[config.mk]
export PLATFORM = sky130hd
export DESIGN_NAME = system_bus_master_sequencer
export DESIGN_NICKNAME = d
export VERILOG_FILES = /design/src/rtl/bus_seq_pkg.sv /design/src/rtl/system_bus_master_sequencer.sv
export SDC_FILE = /design/constraint.sdc
export NUM_CORES = 1
export LEC_CHECK = 0
export BUFFER_PORTS_ARGS = -buffer_cell sky130_fd_sc_hd__buf_2
export CORE_UTILIZATION = 55
export DETAILED_ROUTE_END_ITERATION = 10
export MAX_ROUTING_LAYER = met4
export PLACE_DENSITY_LB_ADDON = 0.05
export SETUP_SLACK_MARGIN = 0.05
export SLEW_MARGIN = 25
export SYNTH_ARGS = -nofsm -noshare
export SYNTH_HDL_FRONTEND = slang
export SYNTH_SLANG_ARGS = --single-unit
[constraint.sdc]
create_clock -name i_clk -period 3.94 [get_ports i_clk]
set_input_delay 0.197 -clock i_clk [delete_from_list [all_inputs] [get_ports i_clk]]
set_output_delay 0.197 -clock i_clk [all_outputs]
set_load 0.01 [all_outputs]
[src/rtl/bus_seq_pkg.sv]
// package: constants, states and carriers of the system bus master sequencer
package bus_seq_pkg;
  localparam int ADDR_W = 32;
  localparam int DATA_W = 32;
  localparam int SIZE_W = 3;
  // grant-to-address-phase bound, in clocks
  localparam int GRANT_TO_ADDR_MAX = 3;
  localparam logic [3:0] BURST_SHORT = 4'h4;
  localparam logic [3:0] BURST_LONG = 4'h8;
  localparam logic [ADDR_W-1:0] WORD_STEP = 32'h0000_0004;
  // transfer size codes driven on transfer_size
  localparam logic [SIZE_W-1:0] SIZE_SINGLE = 3'h0;
  localparam logic [SIZE_W-1:0] SIZE_BURST4 = 3'h4;
  localparam logic [SIZE_W-1:0] SIZE_BURST8 = 3'h5;

  typedef enum logic [2:0] {
    ST_IDLE = 3'b000,
    ST_REQ  = 3'b001,
    ST_VA   = 3'b010,
    ST_MMU  = 3'b011,
    ST_PA   = 3'b100,
    ST_DATA = 3'b101,
    ST_REC  = 3'b110
  } seq_state_t;

  // user-side transaction request
  typedef struct packed {
    logic [ADDR_W-1:0] addr;
    logic read;
    logic burst;
    logic burst8;
  } xfer_req_t;

  // pin-side inputs from arbiter and slave
  typedef struct packed {
    logic bus_grant_n;
    logic slave_acknowledge_n;
    logic slave_error_n;
    logic retry_n;
  } bus_in_t;
endpackage : bus_seq_pkg

[src/rtl/system_bus_master_sequencer.sv]
// system bus master sequencer: single and burst transfers, physical or virtual
// Behaviour
// - assert bus request; wait for grant before leaving the request phase
// - physical mode: reach physical address phase within three clocks of grant
// - address phase drives address, strobe, direction, size; drops request unless more
// - single read: strobe off, data enable on, latch data on valid acknowledge
// - data phase extends while acknowledge withheld; advance only on acknowledge
// - single write: strobe off, data enable on, drive write data, sample ack
// - each burst data phase asserts data enable; each but the last advances the upper address
// - burst is four or eight data phases per configured size
// - early-negate bit 0: strobe off in last burst phase; 1: in first
// - burst read latches a word only on a valid acknowledge
// - virtual mode: enter virtual address phase within three clocks of grant
// - virtual phase: one clock, strobe negated, size driven, direction by read
// - recovery phase after last data phase, then outputs released
// - retry in data phase: recovery, rerun whole transaction on new grant
// - idle: drive no bus signal; request may be raised when needed
`timescale 1ns/10ps
module system_bus_master_sequencer (
  input wire logic i_clk,
  input wire logic i_nrst,
  input wire logic i_virtual_mode,
  input wire logic i_strobe_early_negate,
  input wire logic i_req_valid,
  input wire bus_seq_pkg::xfer_req_t i_req,
  input wire logic i_more_pending,
  input wire logic [bus_seq_pkg::DATA_W-1:0] i_wr_data,
  input wire bus_seq_pkg::bus_in_t i_bus,
  input wire logic [bus_seq_pkg::DATA_W-1:0] i_muxed_addr_data_lines,
  output logic o_req_ready,
  output logic o_wr_data_take,
  output logic o_rd_valid,
  output logic [bus_seq_pkg::DATA_W-1:0] o_rd_data,
  output logic o_done,
  output logic o_error,
  output logic o_bus_request_n,
  output logic o_bus_request_n_oe,
  output logic [bus_seq_pkg::ADDR_W-1:0] o_upper_address_lines,
  output logic o_upper_address_lines_oe,
  output logic [bus_seq_pkg::DATA_W-1:0] o_muxed_addr_data_lines,
  output logic o_muxed_addr_data_lines_oe,
  output logic o_address_strobe_n,
  output logic o_address_strobe_n_oe,
  output logic o_read_not_write,
  output logic [bus_seq_pkg::SIZE_W-1:0] o_transfer_size,
  output logic o_data_enable_n,
  output logic o_ctrl_oe
);
  bus_seq_pkg::seq_state_t state_r, state_nxt;
  bus_seq_pkg::xfer_req_t cur_r, cur_nxt;
  logic [3:0] left_r, left_nxt;
  logic first_r, first_nxt;
  logic [bus_seq_pkg::ADDR_W-1:0] addr_r, addr_nxt;
  logic [bus_seq_pkg::DATA_W-1:0] ad_r, ad_nxt, rd_r, rd_nxt;
  logic br_r, br_nxt, as_r, as_nxt, den_r, den_nxt, rw_r, rw_nxt;
  logic aoe_r, aoe_nxt, adoe_r, adoe_nxt, asoe_r, asoe_nxt, coe_r, coe_nxt, broe_r, broe_nxt;
  logic [bus_seq_pkg::SIZE_W-1:0] siz_r, siz_nxt;
  logic rdv_r, rdv_nxt, done_r, done_nxt, err_r, err_nxt, rdy_r, rdy_nxt, take_r, take_nxt;
  logic ack, err, retry, grant, last;

  assign grant = !i_bus.bus_grant_n;
  assign ack = !i_bus.slave_acknowledge_n;
  assign err = !i_bus.slave_error_n;
  assign retry = !i_bus.retry_n;
  assign last = (left_r == 4'h1);

  always_comb begin
    state_nxt = state_r;
    cur_nxt = cur_r;
    left_nxt = left_r;
    first_nxt = first_r;
    addr_nxt = addr_r;
    ad_nxt = ad_r;
    rd_nxt = rd_r;
    br_nxt = br_r;
    as_nxt = as_r;
    den_nxt = den_r;
    rw_nxt = rw_r;
    siz_nxt = siz_r;
    aoe_nxt = aoe_r;
    adoe_nxt = adoe_r;
    asoe_nxt = asoe_r;
    coe_nxt = coe_r;
    broe_nxt = broe_r;
    rdv_nxt = 1'b0;
    done_nxt = 1'b0;
    err_nxt = 1'b0;
    take_nxt = 1'b0;
    rdy_nxt = 1'b0;
    unique case (state_r)
      bus_seq_pkg::ST_IDLE: begin
        // all lines released while idle
        aoe_nxt = 1'b0;
        adoe_nxt = 1'b0;
        asoe_nxt = 1'b0;
        coe_nxt = 1'b0;
        rdy_nxt = !i_req_valid;
        if (i_req_valid) begin
          cur_nxt = i_req;
          br_nxt = 1'b0;
          broe_nxt = 1'b1;
          state_nxt = bus_seq_pkg::ST_REQ;
        end else begin
          br_nxt = 1'b1;
          broe_nxt = 1'b0;
        end
      end
      bus_seq_pkg::ST_REQ: begin
        // leave only on grant; one clock later address phase starts
        if (grant) begin
          addr_nxt = cur_r.addr;
          ad_nxt = cur_r.addr;
          first_nxt = 1'b1;
          left_nxt = !cur_r.burst ? 4'h1 :
                     (cur_r.burst8 ? bus_seq_pkg::BURST_LONG : bus_seq_pkg::BURST_SHORT);
          siz_nxt = !cur_r.burst ? bus_seq_pkg::SIZE_SINGLE :
                    (cur_r.burst8 ? bus_seq_pkg::SIZE_BURST8 : bus_seq_pkg::SIZE_BURST4);
          rw_nxt = cur_r.read;
          aoe_nxt = 1'b1;
          adoe_nxt = 1'b1;
          asoe_nxt = 1'b1;
          coe_nxt = 1'b1;
          den_nxt = 1'b1;
          br_nxt = !i_more_pending;
          if (i_virtual_mode) begin
            as_nxt = 1'b1; // strobe negated in virtual phase
            state_nxt = bus_seq_pkg::ST_VA;
          end else begin
            as_nxt = 1'b0;
            state_nxt = bus_seq_pkg::ST_PA;
          end
        end
      end
      bus_seq_pkg::ST_VA: begin
        // virtual address held one clock, then released for the MMU
        adoe_nxt = 1'b0;
        state_nxt = bus_seq_pkg::ST_MMU;
      end
      bus_seq_pkg::ST_MMU: begin
        as_nxt = 1'b0;
        state_nxt = bus_seq_pkg::ST_PA; // muxed lines stay undriven
      end
      bus_seq_pkg::ST_PA: begin
        den_nxt = 1'b0;
        if (!cur_r.burst || i_strobe_early_negate || left_r == 4'h1) begin
          as_nxt = 1'b1;
        end
        if (!cur_r.read) begin
          ad_nxt = i_wr_data;
          adoe_nxt = 1'b1;
          take_nxt = 1'b1;
        end else begin
          adoe_nxt = 1'b0;
        end
        state_nxt = bus_seq_pkg::ST_DATA;
      end
      bus_seq_pkg::ST_DATA: begin
        if (retry) begin
          state_nxt = bus_seq_pkg::ST_REC; // rerun after recovery
          first_nxt = 1'b0;
        end else if (ack || err) begin // wait otherwise
          if (cur_r.read && ack) begin
            rd_nxt = i_muxed_addr_data_lines;
            rdv_nxt = 1'b1;
          end
          if (last || err) begin
            state_nxt = bus_seq_pkg::ST_REC;
            done_nxt = 1'b1;
            err_nxt = err;
            first_nxt = 1'b1;
          end else begin
            left_nxt = left_r - 4'h1;
            addr_nxt = addr_r + bus_seq_pkg::WORD_STEP;
            if (left_r == 4'h2 && !i_strobe_early_negate) begin
              as_nxt = 1'b1;
            end
            if (!cur_r.read) begin
              ad_nxt = i_wr_data;
              take_nxt = 1'b1;
            end
          end
        end
      end
      bus_seq_pkg::ST_REC: begin
        // negated controls stop being driven after the recovery clock
        coe_nxt = 1'b0;
        if (!first_r) begin
          br_nxt = 1'b0; // retry keeps current transaction
          broe_nxt = 1'b1;
          state_nxt = bus_seq_pkg::ST_REQ;
        end else begin
          br_nxt = 1'b1;
          broe_nxt = 1'b0;
          state_nxt = bus_seq_pkg::ST_IDLE;
        end
      end
      default: state_nxt = bus_seq_pkg::ST_IDLE;
    endcase
    // recovery already shows negated controls, else the slave sees one more data phase
    if (state_nxt == bus_seq_pkg::ST_REC) begin
      rw_nxt = 1'b0;
      den_nxt = 1'b1;
      siz_nxt = bus_seq_pkg::SIZE_SINGLE;
      aoe_nxt = 1'b0;
      adoe_nxt = 1'b0;
      asoe_nxt = 1'b0;
    end
  end

  always_ff @(posedge i_clk) begin
    if (!i_nrst) begin
      state_r <= bus_seq_pkg::ST_IDLE;
      cur_r <= '0;
      left_r <= 4'h0;
      first_r <= 1'b1;
      addr_r <= '0;
      ad_r <= '0;
      rd_r <= '0;
      br_r <= 1'b1;
      as_r <= 1'b1;
      den_r <= 1'b1;
      rw_r <= 1'b0;
      siz_r <= bus_seq_pkg::SIZE_SINGLE;
      aoe_r <= 1'b0;
      adoe_r <= 1'b0;
      asoe_r <= 1'b0;
      coe_r <= 1'b0;
      broe_r <= 1'b0;
      rdv_r <= 1'b0;
      done_r <= 1'b0;
      err_r <= 1'b0;
      rdy_r <= 1'b0;
      take_r <= 1'b0;
    end else begin
      state_r <= state_nxt;
      cur_r <= cur_nxt;
      left_r <= left_nxt;
      first_r <= first_nxt;
      addr_r <= addr_nxt;
      ad_r <= ad_nxt;
      rd_r <= rd_nxt;
      br_r <= br_nxt;
      as_r <= as_nxt;
      den_r <= den_nxt;
      rw_r <= rw_nxt;
      siz_r <= siz_nxt;
      aoe_r <= aoe_nxt;
      adoe_r <= adoe_nxt;
      asoe_r <= asoe_nxt;
      coe_r <= coe_nxt;
      broe_r <= broe_nxt;
      rdv_r <= rdv_nxt;
      done_r <= done_nxt;
      err_r <= err_nxt;
      rdy_r <= rdy_nxt;
      take_r <= take_nxt;
    end
  end

  assign o_req_ready = rdy_r;
  assign o_wr_data_take = take_r;
  assign o_rd_valid = rdv_r;
  assign o_rd_data = rd_r;
  assign o_done = done_r;
  assign o_error = err_r;
  assign o_bus_request_n = br_r;
  assign o_bus_request_n_oe = broe_r;
  assign o_upper_address_lines = addr_r;
  assign o_upper_address_lines_oe = aoe_r;
  assign o_muxed_addr_data_lines = ad_r;
  assign o_muxed_addr_data_lines_oe = adoe_r;
  assign o_address_strobe_n = as_r;
  assign o_address_strobe_n_oe = asoe_r;
  assign o_read_not_write = rw_r;
  assign o_transfer_size = siz_r;
  assign o_data_enable_n = den_r;
  assign o_ctrl_oe = coe_r;

  a_grant_gate: assert property (@(posedge i_clk) disable iff (!i_nrst)
    state_r == bus_seq_pkg::ST_REQ && !grant |=> state_r == bus_seq_pkg::ST_REQ)
    else $error("left request phase without grant");
  a_phys_bound: assert property (@(posedge i_clk) disable iff (!i_nrst)
    state_r == bus_seq_pkg::ST_REQ && grant && !i_virtual_mode
    |-> ##[1:3] state_r == bus_seq_pkg::ST_PA)
    else $error("physical address phase late");
  a_virt_bound: assert property (@(posedge i_clk) disable iff (!i_nrst)
    state_r == bus_seq_pkg::ST_REQ && grant && i_virtual_mode
    |-> ##[1:3] state_r == bus_seq_pkg::ST_VA)
    else $error("virtual address phase late");
  a_pa_drive: assert property (@(posedge i_clk) disable iff (!i_nrst)
    state_r == bus_seq_pkg::ST_PA && !i_virtual_mode
    |-> !o_address_strobe_n && o_muxed_addr_data_lines_oe && o_upper_address_lines_oe)
    else $error("physical address phase not driven");
  a_va_one: assert property (@(posedge i_clk) disable iff (!i_nrst)
    state_r == bus_seq_pkg::ST_VA |-> o_address_strobe_n
    ##1 state_r == bus_seq_pkg::ST_MMU ##1 !o_muxed_addr_data_lines_oe)
    else $error("virtual phase wrong");
  a_wait_hold: assert property (@(posedge i_clk) disable iff (!i_nrst)
    state_r == bus_seq_pkg::ST_DATA && !ack && !err && !retry
    |=> state_r == bus_seq_pkg::ST_DATA && $stable(left_r))
    else $error("data phase left without acknowledge");
  a_burst_addr: assert property (@(posedge i_clk) disable iff (!i_nrst)
    state_r == bus_seq_pkg::ST_DATA && ack && !err && !retry && !last
    |=> o_upper_address_lines == $past(o_upper_address_lines) + bus_seq_pkg::WORD_STEP)
    else $error("burst address not advanced");
  a_rd_latch: assert property (@(posedge i_clk) disable iff (!i_nrst)
    o_rd_valid |-> $past(ack) && $past(state_r) == bus_seq_pkg::ST_DATA)
    else $error("read data latched without acknowledge");
  a_idle_free: assert property (@(posedge i_clk) disable iff (!i_nrst)
    state_r == bus_seq_pkg::ST_IDLE && $past(state_r) == bus_seq_pkg::ST_IDLE
    |-> !o_ctrl_oe && !o_muxed_addr_data_lines_oe && !o_address_strobe_n_oe)
    else $error("bus driven while idle");
  a_retry_rerun: assert property (@(posedge i_clk) disable iff (!i_nrst)
    state_r == bus_seq_pkg::ST_DATA && retry
    |=> state_r == bus_seq_pkg::ST_REC ##1 state_r == bus_seq_pkg::ST_REQ)
    else $error("retry not rerun");
  a_rec_negate: assert property (@(posedge i_clk) disable iff (!i_nrst)
    state_r == bus_seq_pkg::ST_REC
    |-> o_data_enable_n && !o_muxed_addr_data_lines_oe && !o_upper_address_lines_oe)
    else $error("recovery phase still drives the bus");
  c_burst_done: cover property (@(posedge i_clk) disable iff (!i_nrst)
    o_done && cur_r.burst8);
  c_virt_read: cover property (@(posedge i_clk) disable iff (!i_nrst)
    o_rd_valid && i_virtual_mode);
  c_retry: cover property (@(posedge i_clk) disable iff (!i_nrst)
    state_r == bus_seq_pkg::ST_DATA && retry);
endmodule : system_bus_master_sequencer

Word-level counts from Yosys, hierarchy flattened
Index checks and enable logic that the tools add are counted.
{"block": "totals", "reg_bits": 155, "output_inout_bits": 113, "word_cells": 143}
{"block": "op_classes", "addsub": 2, "eq_ne": 17, "muxes": 58, "bitwise": 2, "n_reduce_logical": 40}
{"op": "$mux 32", "count": 8}
{"op": "$pmux 32 s3", "count": 1}
{"op": "$pmux 32 s2", "count": 1}
{"op": "$add 32x3->32 const B", "count": 1}
{"op": "$mux 1", "count": 24}
{"op": "$mux 4", "count": 6}
{"op": "$mux 3", "count": 7}
{"op": "$pmux 3 s7", "count": 1}
{"op": "$reduce_and 2->1", "count": 8}
{"op": "$reduce_and 5->1", "count": 3}
{"op": "$eq 3x3->1 const B", "count": 4}
{"op": "$ne 2x2->1 const B", "count": 6}
{"op": "$pmux 1 s2", "count": 6}
{"op": "$reduce_and 4->1", "count": 3}
{"op": "$reduce_bool 2->1", "count": 5}
{"op": "$reduce_bool 3->1", "count": 3}
{"op": "$pmux 4 s2", "count": 1}
{"op": "$reduce_and 7->1", "count": 1}
{"op": "$eq 3x2->1 const B", "count": 2}
{"op": "$logic_not 1->1", "count": 6}
{"op": "$ne 3x3->1 const B", "count": 2}
{"op": "$pmux 1 s3", "count": 2}
{"op": "$reduce_or 2->1", "count": 3}
{"op": "$eq 4x1->1 const B", "count": 1}
{"op": "other kinds (9)", "count": 14}

Longest topological paths before layout
Gate-level depths: netlist of the first run.
{"block": "depth", "depth_word": 8, "ltp_mapped": 10, "depth_no_buf": 7}

Worst setup path before layout of the first run
OpenSTA, ideal clock, no wires.
{"block": "synth_path", "path_type": "register -> register", "start": "register left_r[1]", "end": "register addr_r, in the netlist o_upper_address_lines[31]", "arrival_ns": 1.849, "slack_ns": 1.971, "stages_incl_launch_ff": 10, "path_buffers": 2, "cell_sequence": "dfxtp_1 -> inv_1 -> ha_1 -> or3b_1 -> buf_6 -> a41oi_2 -> or2_1 -> buf_6 -> a221o_1 -> o31a_1"}
{"block": "synth_between", "elab_chain_len": 4}
{"item": "start, declared", "line": "system_bus_master_sequencer.sv:51", "text": "logic [3:0] left_r, left_nxt;"}
{"item": "start signal, assigned", "line": "system_bus_master_sequencer.sv:237", "text": "left_r <= left_nxt;"}
{"item": "$eq 4x1->1", "line": "system_bus_master_sequencer.sv:65", "text": "assign last = (left_r == 4'h1);"}
{"item": "$logic_or 1x1->1", "line": "system_bus_master_sequencer.sv:166", "text": "if (last || err) begin"}
{"item": "$ne 2x2->1 (no source line)"}
{"item": "$reduce_and 5->1 (no source line)"}
{"item": "end signal, assigned", "line": "system_bus_master_sequencer.sv:239", "text": "addr_r <= addr_nxt;"}
{"item": "end, declared", "line": "system_bus_master_sequencer.sv:53", "text": "logic [bus_seq_pkg::ADDR_W-1:0] addr_r, addr_nxt;"}
Every way passes these cells.
A chain may end at the register's enable or synchronous reset.

Worst setup path after layout of the first run
{"block": "layout_path", "start": "register left_r[0]", "end": "register addr_r, in the netlist o_upper_address_lines[9]"}
Same word-level chain as after synthesis.

==> impl_summary.log, run 1 <==
INFO  metric place.detailed.hpwl = 13.8 mm
INFO  metric ant_nets = 0
INFO  metric antenna_found_initial = 0
INFO  metric finish.cell_count_without_fillers = 1,255
INFO  metric start_util = 57.4%
INFO  metric detail_route.first_pass.iterations = 6
INFO  metric tritoncts = yes
INFO  metric ir_worst_vdd = 0.000290 V
INFO  metric netlist_area_before_placement = 7040 sq um
INFO  metric grt_use_total = 33.0%
INFO  metric floorplan.die.height = 115 microns
INFO  metric place_congestion = 0.839
INFO  metric critical_path_source_type = flip-flop
INFO  metric cts_setup_buffers = 0
INFO  metric worst-setup-path-type = reg -> reg
INFO  metric cts.sinks = 154
INFO  metric slew_headroom = 32.7%
INFO  metric outcome = finished clean
INFO  metric core-area = 12,300 sq um
INFO  metric min_period = 2760 ps
INFO  metric port-buffer-count = 220
INFO  metric grt_max_degree = 87
INFO  metric synth-async-reset-ratio = 0%
INFO  metric root_buffer = sky130_fd_sc_hd__clkbuf_16
INFO  metric post_synth_num_cell_types = 60
INFO  metric worstPathRequired = 4260 ps
INFO  metric cp-end-kind = flip-flop
INFO  metric synth-main-ff-cell = sky130_fd_sc_hd__dfxtp_1
INFO  metric cts-buffers-inserted = 17
INFO  metric synth_largest_area_cell = sky130_fd_sc_hd__dfxtp_1
INFO  metric grt_setup_unrepaired = no
INFO  metric synth.ff_latch_count = 154
INFO  metric antenna-diode-count = 0
INFO  metric global_route_wire_length_before_repair = 32.9 mm
INFO  metric path_cells = ha_1, or3b_1, a41oi_2, or2_1, buf_4, a21oi_1, o221a_2
INFO  metric critical_path_arrival = 3080 ps
INFO  metric setup_viol_count_final = 0
INFO  metric avg_inst_size_synth = 8.14 sq um
INFO  metric post_route_cells_drive_above_1_share = 25.8%
INFO  metric grt_remaining_overflow = 0
INFO  metric synth_edf_count = 0
INFO  metric nNetsFinal = 1,187
INFO  metric avgRoutedWirePerCell = 16.6 microns
INFO  metric synth.top_cell.area_share = 43.8%
INFO  metric ctsHtreeMaxLevel = 4
INFO  metric clock-skew-final = 6.07 ps
INFO  metric dr_vias_cell = 5.85
INFO  metric crit_buf_inv = 1
INFO  metric first_global_vias = 6,713
INFO  metric synthesis.instances = 865
INFO  metric max_stage_delay = 650 ps
INFO  metric finalPower = 3.83 mW
INFO  metric cp_top_family = simple AND/OR/NAND/NOR gates
INFO  metric hold_class = in -> reg
INFO  metric floorplan.rows = 40
INFO  metric area_growth_syn_to_layout = 27.6%
INFO  metric critical_path.slowest_cell = sky130_fd_sc_hd__or2_1
INFO  metric final.setup.tns = 0 ps
INFO  metric timing.critical_path.fanout_max = 23
INFO  metric dr.first_iter.drc_count = 572
INFO  metric maxCapViolations = 0
INFO  metric routed_wl = 20.9 mm
INFO  metric slew_viol_final = 0
INFO  metric post_cts_resize_count = 0
INFO  metric p_leak = 3.66 nW
INFO  metric timing.final.crit_share = 70.0%
INFO  metric dpl.cell_count = 1,192
INFO  metric synth_top_cells_by_area = sky130_fd_sc_hd__dfxtp_1, sky130_fd_sc_hd__nand2_1, sky130_fd_sc_hd__a21oi_1
INFO  metric reg2reg_slack = 1180 ps
INFO  metric hold_violations = 0
INFO  metric path_clk_slew = 60 ps
INFO  metric drc = 0
INFO  metric clk-insertion-delay-late = 430 ps
INFO  metric clockBufferDepth = 2
INFO  metric maxClockFrequency = 363 MHz
INFO  metric detailedPlace.worstSlack = 1270 ps
INFO  metric post_cts_hold_buffer_count = 30
INFO  metric chipWidth = 115 microns
INFO  metric via_count = 7,340
INFO  metric worst_slew_pin_slew = 1010 ps
INFO  metric num_io_pins = 222
INFO  metric synth_nets = 978
INFO  metric hold_ws = 7.52 ps
INFO  metric floorplan.die_area = 13,300 sq um
INFO  metric synth-seq-area-share = 43.8%
INFO  metric pwr_density_cell = 427 nW/um^2
INFO  metric synth-warning-count = 0
INFO  metric worst_setup_margin = 1180 ps
report_power, final:
part | internal, mW | switching, mW | leakage [nW] | total (mW)
Sequential | 1.63 | 0.0862 | 1.25 | 1.72
Clock | 0.961 | 0.631 | 0.282 | 1.59
Combinational | 0.214 | 0.309 | 2.13 | 0.523
synth_stat cells (3+ instances only):
cell / number
sky130_fd_sc_hd__buf_6: 7
sky130_fd_sc_hd__nor3b_1: 3
sky130_fd_sc_hd__o211a_1: 3
sky130_fd_sc_hd__a21oi_1: 111
sky130_fd_sc_hd__buf_2: 14
sky130_fd_sc_hd__clkbuf_1: 50
sky130_fd_sc_hd__o31ai_1: 35
sky130_fd_sc_hd__buf_4: 5
sky130_fd_sc_hd__a31oi_1: 9
sky130_fd_sc_hd__o211ai_1: 35
sky130_fd_sc_hd__o221a_2: 5
sky130_fd_sc_hd__nor3_1: 13
sky130_fd_sc_hd__and2_1: 6
sky130_fd_sc_hd__dfxtp_1: 154
sky130_fd_sc_hd__and3_1: 3
sky130_fd_sc_hd__inv_1: 15
sky130_fd_sc_hd__o21ai_0: 28
sky130_fd_sc_hd__or3_1: 3
sky130_fd_sc_hd__mux2i_1: 36
sky130_fd_sc_hd__nand2_1: 177
sky130_fd_sc_hd__nand3_1: 15
sky130_fd_sc_hd__o2bb2ai_1: 3
sky130_fd_sc_hd__nor3_2: 3
sky130_fd_sc_hd__o31a_1: 5
sky130_fd_sc_hd__a22oi_1: 3
sky130_fd_sc_hd__and4_1: 3
sky130_fd_sc_hd__ha_1: 4
sky130_fd_sc_hd__nand2b_1: 3
sky130_fd_sc_hd__a211oi_1: 7
sky130_fd_sc_hd__o22ai_1: 9
sky130_fd_sc_hd__nor2_1: 45
sky130_fd_sc_hd__nand4_1: 19
flip-flops by register name, indices dropped and copies added, names as in the netlist, 2 cells and up:
name	cells
o_muxed_addr_data_lines	32
o_upper_address_lines	32
left_r	4
o_transfer_size	2
state_r	3
o_rd_data	32
cur_r	35
through the flow:
| step | cell area [sq um] | util, % |
|---|---|---|
| floorplan | 7040 | - |
| global route | 8980 | 73.3 |
| detailed placement | 8110 | 66.1 |
| global placement | 8100 | 66.1 |
| CTS | 8970 | 73.2 |
| finish | 8980 | 73.3 |
kinds of logic (layout without fill, tap and decap cells):
| logic type | Yosys count | in the layout | synth area share [%] |
|---|---|---|---|
| and+or+nand+nor | 303 | 303 | 19.1 |
| AOI/OAI and AO/OA | 274 | 274 | 25.0 |
| DFF | 154 | 154 | 43.8 |
| buffers and inverters | 93 | 315 | 6.22 |
| muxes | 36 | 36 | 5.12 |
| adders and majority gates | 4 | 4 | 0.711 |
| other | 1 | 1 | 0.0532 |
worst reg2reg max path, cell delays in order (launching register included):
cell and delay, ps:
sky130_fd_sc_hd__dfxtp_1 390, sky130_fd_sc_hd__ha_1 160, sky130_fd_sc_hd__or3b_1 470, sky130_fd_sc_hd__a41oi_2 310, sky130_fd_sc_hd__or2_1 650, sky130_fd_sc_hd__buf_4 350, sky130_fd_sc_hd__a21oi_1 70, sky130_fd_sc_hd__o221a_2 250
cells in the final DEF (no fill, tap or decap), drive strengths merged, types with 9 or more instances in the layout:
cell type / n
nand3: 15
nor3: 16
mux2i: 36
o211ai: 35
a31oi: 9
a21oi: 112
dlygate4sd3: 31
o21ai: 29
nor2: 45
dfxtp: 154
nand2: 177
nand4: 19
o22ai: 9
o31ai: 35
inv: 14
buf: 237
clkbuf: 24
path summary, 6_finish.rpt:
| path | from | end | depth (start not counted) |
|---|---|---|---|
| setup reg to reg | left_r[0] | o_upper_address_lines[9] | 7 |
| setup / recovery | left_r[0] | o_upper_address_lines[9] | 7 |
| hold reg to reg | o_rd_data[0] | o_rd_data[0] | 2 |
| hold / removal | i_muxed_addr_data_lines[0] | o_rd_data[0] | 3 |
per-layer routing:
metal | global-route usage, % | share of wire, %
met2 | 54.5 | 49
met4 | 15.9 | 3.6
met5 | - | 0
met3 | 6.33 | 6.1
met1 | 38.6 | 41
cell type report:
type,instances,area (sq um)
Multi-Input combinational cell,618,3530
Clock buffer,24,472
Inverter,15,57.6
Tap cell,168,210
Sequential cell,154,3080
Fill cell,977,3280
Clock inverter,8,93.8
Timing Repair Buffer,268,1540
Note: power is estimated with default switching activity, not from simulation.
==> inputs of run 2 (changes only) <==
- CORE_UTILIZATION: 55 -> 46
- clock period: 3.94 -> 2.4 ns (I/O delays scaled with it)
==> run 2 against run 1 <==
Combinational power grew 87%. Global-route usage shrank 3.0 points. Utilization shrank 8.1 points. Fmax grew 26%. Sequential power grew 63%. Sequential share of layout area shrank 2.2 points. Total power grew 69%. Flip-flop and latch count is the same. Register-to-register slack lost 980 ps. Clock power grew 69%. Clock skew grew 0.99 ps.
==> impl_summary.log, run 2 (synthesis results as in run 1) <==
INFO  metric floorplan.die.height = 126 microns (was 115 microns)
INFO  metric ir_worst_vdd = 0.000526 V (was 0.000290 V)
INFO  metric critical_path_source_type = flip-flop (unchanged)
INFO  metric tritoncts = yes (unchanged)
INFO  metric reg2reg_slack = 210 ps (was 1180 ps)
INFO  metric cts.sinks = 154 (unchanged)
INFO  metric slew_headroom = 56.6% (was 32.7%)
INFO  metric place_area = 8310 sq um (was 8110 sq um)
INFO  metric finish.instance_area = 9610 sq um (was 8980 sq um)
INFO  metric first_global_vias = 7,192 (was 6,713)
INFO  metric p_leak = 3.93 nW (was 3.66 nW)
INFO  metric timing.final.crit_share = 91.4% (was 70.0%)
INFO  metric hold_class = in -> reg (unchanged)
INFO  metric cp-end-kind = flip-flop (unchanged)
INFO  metric core-area = 14,800 sq um (was 12,300 sq um)
INFO  metric ctsHtreeMaxLevel = 4 (unchanged)
INFO  metric port-buffer-count = 220 (unchanged)
INFO  metric maxCapViolations = 0 (unchanged)
INFO  metric final.setup.tns = 0 ps (unchanged)
INFO  metric outcome = finished clean (unchanged)
INFO  metric dr.first_iter.drc_count = 520 (was 572)
INFO  metric grt_setup_unrepaired = no (unchanged)
INFO  metric detailedPlace.worstSlack = 140 ps (was 1270 ps)
INFO  metric worstHoldPathCells = 3 (unchanged)
INFO  metric critical_path_arrival = 2480 ps (was 3080 ps)
INFO  metric area_growth_syn_to_layout = 36.4% (was 27.6%)
INFO  metric antenna_found_initial = 2 (was 0)
INFO  metric largest-register = cur_r (unchanged)
INFO  metric path_clk_slew = 60 ps (about the same)
INFO  metric filler_cells = 1,280 (was 977)
INFO  metric via_count = 7,451 (was 7,340)
INFO  metric most-common-layout-cells = sky130_fd_sc_hd__buf_2, sky130_fd_sc_hd__nand2_1, sky130_fd_sc_hd__dfxtp_1 (unchanged)
INFO  metric layout_commonest_cell = sky130_fd_sc_hd__buf_2 (unchanged)
INFO  metric finalCoreUtilization = 65.1% (was 73.3%)
INFO  metric dr_vias_cell = 5.61 (was 5.85)
INFO  metric path_cells = ha_1, or3b_1, buf_4, a31o_1, a21oi_4, or2_1, buf_12, o31ai_1 (was ha_1, or3b_1, a41oi_2, or2_1, buf_4, a21oi_1, o221a_2)
INFO  metric finish.cell_count_without_fillers = 1,328 (was 1,255)
INFO  metric grt_max_degree = 100 (was 87)
INFO  metric chipWidth = 126 microns (was 115 microns)
INFO  metric routed_wl = 23.0 mm (was 20.9 mm)
INFO  metric max_reg_flops = 35 (unchanged)
INFO  metric grt_use_total = 30.1% (was 33.0%)
INFO  metric dpl.cell_count = 1,224 (was 1,192)
INFO  metric grt_remaining_overflow = 0 (unchanged)
INFO  metric nNetsFinal = 1,242 (was 1,187)
INFO  metric setup_viol_count_final = 0 (unchanged)
INFO  metric floorplan.rows = 44 (was 40)
INFO  metric timing.reg2reg.worst_path_depth = 8 (was 7)
INFO  metric min_period = 2190 ps (was 2760 ps)
INFO  metric crit_buf_inv = 2 (was 1)
INFO  metric maxClockFrequency = 456 MHz (was 363 MHz)
INFO  metric place_congestion = 0.837 (was 0.839)
INFO  metric detail_route.first_pass.iterations = 7 (was 6)
INFO  metric worstPathRequired = 2680 ps (was 4260 ps)
INFO  metric drc = 0 (unchanged)
INFO  metric cts_setup_buffers = 0 (unchanged)
INFO  metric avgRoutedWirePerCell = 17.4 microns (was 16.6 microns)
INFO  metric max_stage_delay = 390 ps (was 650 ps)
INFO  metric pwr_density_cell = 674 nW/um^2 (was 427 nW/um^2)
INFO  metric hp-start = i_bus[0] (was i_muxed_addr_data_lines[0])
INFO  metric place.detailed.hpwl = 14.8 mm (was 13.8 mm)
INFO  metric worst_setup_margin = 206 ps (was 1180 ps)
INFO  metric clock-skew-final = 7.06 ps (was 6.07 ps)
INFO  metric global_route_wire_length_before_repair = 36.7 mm (was 32.9 mm)
INFO  metric clk-insertion-delay-late = 420 ps (was 430 ps)
INFO  metric worst_slew_pin_slew = 647 ps (was 1010 ps)
INFO  metric critical_path.slowest_cell = sky130_fd_sc_hd__dfxtp_1 (was sky130_fd_sc_hd__or2_1)
INFO  metric ant_nets = 0 (unchanged)
INFO  metric slew_viol_final = 0 (unchanged)
INFO  metric r2r_end = o_muxed_addr_data_lines[10] (was o_upper_address_lines[9])
INFO  metric timing.critical_path.fanout_max = 31 (was 23)
INFO  metric post_route_cells_drive_above_1_share = 26.1% (was 25.8%)
INFO  metric cp_top_family = simple AND/OR/NAND/NOR gates (unchanged)
INFO  metric cts-buffers-inserted = 17 (unchanged)
INFO  metric worstHoldEndpoint = o_error (was o_rd_data[0])
INFO  metric num_io_pins = 222 (unchanged)
INFO  metric floorplan.die_area = 15,800 sq um (was 13,300 sq um)
INFO  metric start_util = 47.7% (was 57.4%)
INFO  metric worst-setup-path-type = reg -> reg (unchanged)
INFO  metric root_buffer = sky130_fd_sc_hd__clkbuf_16 (unchanged)
INFO  metric worst_r2r_startpoint = left_r[0] (unchanged)
INFO  metric hold_violations = 0 (unchanged)
INFO  metric clockBufferDepth = 2 (unchanged)
-- run 2: changes by cell type in the layout (fill, tap and decap cells not counted), sizes merged --
cell,delta
clkinvlp,+4
dlygate4sd3,+39
diode,+2
buf,+16
clkbuf,-2
clkinv,-2
-- run 2: what timing repair did --
| action | in CTS | in global routing |
|---|---|---|
| resized for setup | 0 | 2 |
| hold buffers | 70 | 0 |
| setup endpoints to repair | 0 | 25 |
| endpoints found under the hold margin | 70 | 0 |
-- run 2: layer usage --
metal  part of all wire, %  track usage, %
met1                    42            36.0
met2                    49            49.3
met3                   5.8            6.16
met4                   3.0            12.5
met5                     0               -
-- run 2: final cells by class --
cell class / count / area, sq um / share of cell area (%)
Clock inverter: 10 / 118 / 1.22
Clock buffer: 22 / 474 / 4.93
Inverter: 15 / 57.6 / 0.599
Timing Repair Buffer: 323 / 2120 / 22.0
Multi-Input combinational cell: 618 / 3520 / 36.7
Tap cell: 184 / 230 / 2.40
Sequential cell: 154 / 3080 / 32.1
Antenna cell: 2 / 5.00 / 0.0521
-- run 2: how the worst max path moves through the flow --
stage / end / startpoint / cells after the start / slack [ps]
2_1_floorplan: o_upper_address_lines[31] / left_r[1] / 9 / 430
3_3_place_gp: o_upper_address_lines[3] / left_r[1] / 8 / 220
3_5_place_dp: o_upper_address_lines[3] / left_r[1] / 8 / 140
4_1_cts: o_upper_address_lines[3] / left_r[1] / 8 / 120
5_1_grt: o_muxed_addr_data_lines[13] / left_r[0] / 8 / 80
6_report: o_muxed_addr_data_lines[10] / left_r[0] / 8 / 210
-- run 2: per-stage QoR --
step | hold slack (ps) | total power, mW
detailed placement | 345 | 3.74
floorplan | 192 | 3.39
finish | 23.6 | 6.48
global placement | 345 | 3.74
global route | 33.2 | 6.74
CTS | 15.4 | 6.51
-- run 2: worst reg2reg max path, cell delays in order, from the launching register on --
cell                      delay, ps
sky130_fd_sc_hd__dfxtp_1        390
sky130_fd_sc_hd__ha_1           160
sky130_fd_sc_hd__or3b_1         380
sky130_fd_sc_hd__buf_4          170
sky130_fd_sc_hd__a31o_1         250
sky130_fd_sc_hd__a21oi_4        190
sky130_fd_sc_hd__or2_1          190
sky130_fd_sc_hd__buf_12         210
sky130_fd_sc_hd__o31ai_1        120
-- run 2: report_power, final --
part	switching [mW]	internal, mW	total (mW)
sequential	0.130	2.68	2.81
clock	1.08	1.61	2.69
combinational	0.551	0.429	0.980
==> inputs of run 3 (changes only) <==
- CAP_MARGIN: unset -> 0
- CORE_UTILIZATION: 46 -> 35
- CTS_CLUSTER_SIZE: unset -> 16
==> run 3 against run 2 <==
Clock power decreased by 3%. Combinational power up 0.5%. Non-clock buffer count increased by 6. Fmax down 0.88%. Final cell count grew 6.6%. Setup slack worse by 19 ps. Global-route usage is 5.7 points lower. First-iteration DRC count shrank 17%. Critical path type unchanged. Largest power group unchanged. Highest routed layer unchanged.
==> impl_summary.log, run 3 (synthesis results as in run 1) <==
INFO  metric outcome = finished clean (unchanged)
INFO  metric floorplan.rows = 51 (was 44)
INFO  metric root_buffer = sky130_fd_sc_hd__clkbuf_16 (unchanged)
INFO  metric r2r_end = o_upper_address_lines[23] (was o_muxed_addr_data_lines[10])
INFO  metric routed_wl = 24.1 mm (was 23.0 mm)
INFO  metric max_reg_flops = 35 (unchanged)
INFO  metric critical_path.slowest_cell = sky130_fd_sc_hd__or3b_1 (was sky130_fd_sc_hd__dfxtp_1)
INFO  metric ir_worst_vdd = 0.000490 V (was 0.000526 V)
INFO  metric setup_viol_count_final = 0 (unchanged)
INFO  metric global_route_wire_length_before_repair = 37.3 mm (was 36.7 mm)
INFO  metric grt_use_total = 24.4% (was 30.1%)
INFO  metric grt_remaining_overflow = 0 (unchanged)
INFO  metric final.setup.tns = 0 ps (unchanged)
INFO  metric place_congestion = 0.819 (was 0.837)
INFO  metric reg2reg_slack = 190 ps (was 210 ps)
INFO  metric drc = 0 (unchanged)
INFO  metric place.detailed.hpwl = 16.4 mm (was 14.8 mm)
INFO  metric clk-insertion-delay-late = 430 ps (was 420 ps)
INFO  metric timing.critical_path.fanout_max = 15 (was 31)
INFO  metric floorplan.die_area = 20,700 sq um (was 15,800 sq um)
INFO  metric dr_vias_cell = 5.15 (was 5.61)
INFO  metric cts-buffers-inserted = 17 (unchanged)
INFO  metric grt_setup_unrepaired = no (unchanged)
INFO  metric avgRoutedWirePerCell = 17.0 microns (was 17.4 microns)
INFO  metric crit_buf_inv = 1 (was 2)
INFO  metric slew_headroom = 54.9% (was 56.6%)
INFO  metric min_period = 2210 ps (was 2190 ps)
INFO  metric critical_path_source_type = flip-flop (unchanged)
INFO  metric largest-register = cur_r (unchanged)
INFO  metric core-area = 19,600 sq um (was 14,800 sq um)
INFO  metric port-buffer-count = 220 (unchanged)
INFO  metric cp_top_family = simple AND/OR/NAND/NOR gates (unchanged)
INFO  metric nNetsFinal = 1,248 (was 1,242)
INFO  metric hold_violations = 0 (unchanged)
INFO  metric area_growth_syn_to_layout = 37.9% (was 36.4%)
INFO  metric dpl.cell_count = 1,308 (was 1,224)
INFO  metric tritoncts = yes (unchanged)
INFO  metric worst_setup_path_startpoint = left_r[0] (unchanged)
INFO  metric post_route_cells_drive_above_1_share = 26.3% (was 26.1%)
INFO  metric clock-skew-final = 12.2 ps (was 7.06 ps)
INFO  metric timing.final.crit_share = 92.2% (was 91.4%)
INFO  metric most-common-layout-cells = sky130_fd_sc_hd__buf_2, sky130_fd_sc_hd__nand2_1, sky130_fd_sc_hd__dfxtp_1 (unchanged)
INFO  metric start_util = 36.0% (was 47.7%)
INFO  metric p_leak = 3.94 nW (was 3.93 nW)
INFO  metric detail_route.first_pass.iterations = 4 (was 7)
INFO  metric worst_slew_pin_slew = 673 ps (was 647 ps)
INFO  metric clockBufferDepth = 2 (unchanged)
INFO  metric max_stage_delay = 460 ps (was 390 ps)
INFO  metric worstPathRequired = 2720 ps (was 2680 ps)
INFO  metric path_cells = ha_1, or3b_1, a41oi_2, or2_1, buf_4, a21oi_1, o221a_2 (was ha_1, or3b_1, buf_4, a31o_1, a21oi_4, or2_1, buf_12, o31ai_1)
INFO  metric grt_max_degree = 51 (was 100)
INFO  metric hold_class = in -> reg (unchanged)
INFO  metric filler_cells = 2,002 (was 1,280)
INFO  metric maxCapViolations = 0 (unchanged)
INFO  metric worst-setup-path-type = reg -> reg (unchanged)
INFO  metric first_global_vias = 7,002 (was 7,192)
INFO  metric pwr_density_cell = 661 nW/um^2 (was 674 nW/um^2)
INFO  metric timing.reg2reg.worst_path_depth = 7 (was 8)
INFO  metric floorplan.die.height = 144 microns (was 126 microns)
INFO  metric ant_nets = 0 (unchanged)
INFO  metric maxClockFrequency = 452 MHz (was 456 MHz)
INFO  metric num_io_pins = 222 (unchanged)
INFO  metric post_cts_resize_count = 0 (unchanged)
INFO  metric worstHoldPathCells = 2 (was 3)
INFO  metric ctsHtreeMaxLevel = 4 (unchanged)
INFO  metric critical_path_arrival = 2540 ps (was 2480 ps)
INFO  metric hp-start = i_nrst (was i_bus[0])
INFO  metric worstHoldEndpoint = first_r (was o_error)
INFO  metric dr.first_iter.drc_count = 432 (was 520)
INFO  metric worst_r2r_startpoint = left_r[0] (unchanged)
INFO  metric cp-end-kind = flip-flop (unchanged)
INFO  metric layout_commonest_cell = sky130_fd_sc_hd__buf_2 (unchanged)
INFO  metric finish.cell_count_without_fillers = 1,415 (was 1,328)
INFO  metric antenna_found_initial = 2 (unchanged)
INFO  metric cts.sinks = 154 (unchanged)
INFO  metric path_clk_slew = 70 ps (was 60 ps)
INFO  metric chipWidth = 144 microns (was 126 microns)
INFO  metric slew_viol_final = 0 (unchanged)
INFO  metric via_count = 7,283 (was 7,451)
-- run 3: changes by cell type in the layout (fill, tap and decap cells not counted), moves of 2 or more --
cell and delta:
sky130_fd_sc_hd__dlygate4sd3_1 +2, sky130_fd_sc_hd__clkbuf_8 -3, sky130_fd_sc_hd__inv_6 +6, sky130_fd_sc_hd__buf_4 +6
-- run 3: how the worst max path moves through the flow --
stage / cells past startpoint / slack (ps) / to
floorplan: 9 / 430 / o_upper_address_lines[31]
global placement: 7 / 230 / o_upper_address_lines[23]
detailed placement: 7 / 190 / o_upper_address_lines[23]
CTS: 7 / 160 / o_upper_address_lines[23]
global route: 8 / 80 / o_upper_address_lines[22]
finish: 7 / 190 / o_upper_address_lines[23]
-- run 3: per-stage QoR --
stage               power [mW]  util (%)  hold slack [ps]  worst slack (ps)  instance area, sq um
finish                    6.42      49.6             19.2               186                  9710
global route              6.71      49.6             17.6              75.9                  9710
CTS                       6.49      49.5             1.17               161                  9700
detailed placement        3.77      43.0              337               194                  8420
global placement          3.77      43.0              342               230                  8420
floorplan                 3.39         -              192               431                  7040
-- run 3: worst reg2reg max path, delay by kind of cell, from the launching register on --
family	cells	cell delay (ps)
compound gates	3	610
fa+ha+maj	1	170
buf+inv	1	240
flops	1	400
simple gates	2	690
-- run 3: metal layers --
metal	track usage, %	up-vias	wire length [microns]	share of wire [%]
li1	-	3646	-	-
met1	30.6	3400	11000	46
met2	39.6	218	11600	48
met3	5.06	19	1290	5.3
met4	6.61	0	236	0.98
met5	-	-	0	0
-- run 3: final cells by class --
cell class              instances  area (sq um)  area share, %
clock inverters                14           134           1.38
diodes                          2          5.00         0.0515
flip-flops and latches        154          3080           31.8
clock buffers                  18           429           4.42
repair buffers                329          2150           22.1
inverters                      15          57.6          0.593
well taps                     265           332           3.41
multi-input cells             618          3520           36.3
-- run 3: repair_timing --
action / in CTS / in global routing
setup buffers: 0 / 1
setup endpoints to repair: 0 / 6
hold buffers: 72 / 0
hold endpoints to repair: 71 / 0
-- run 3: report_power, final --
part / switching, mW / internal (mW) / total, mW
clock network: 1.18 / 1.45 / 2.62
registers: 0.135 / 2.68 / 2.81
logic: 0.554 / 0.431 / 0.985
total: 1.87 / 4.56 / 6.42
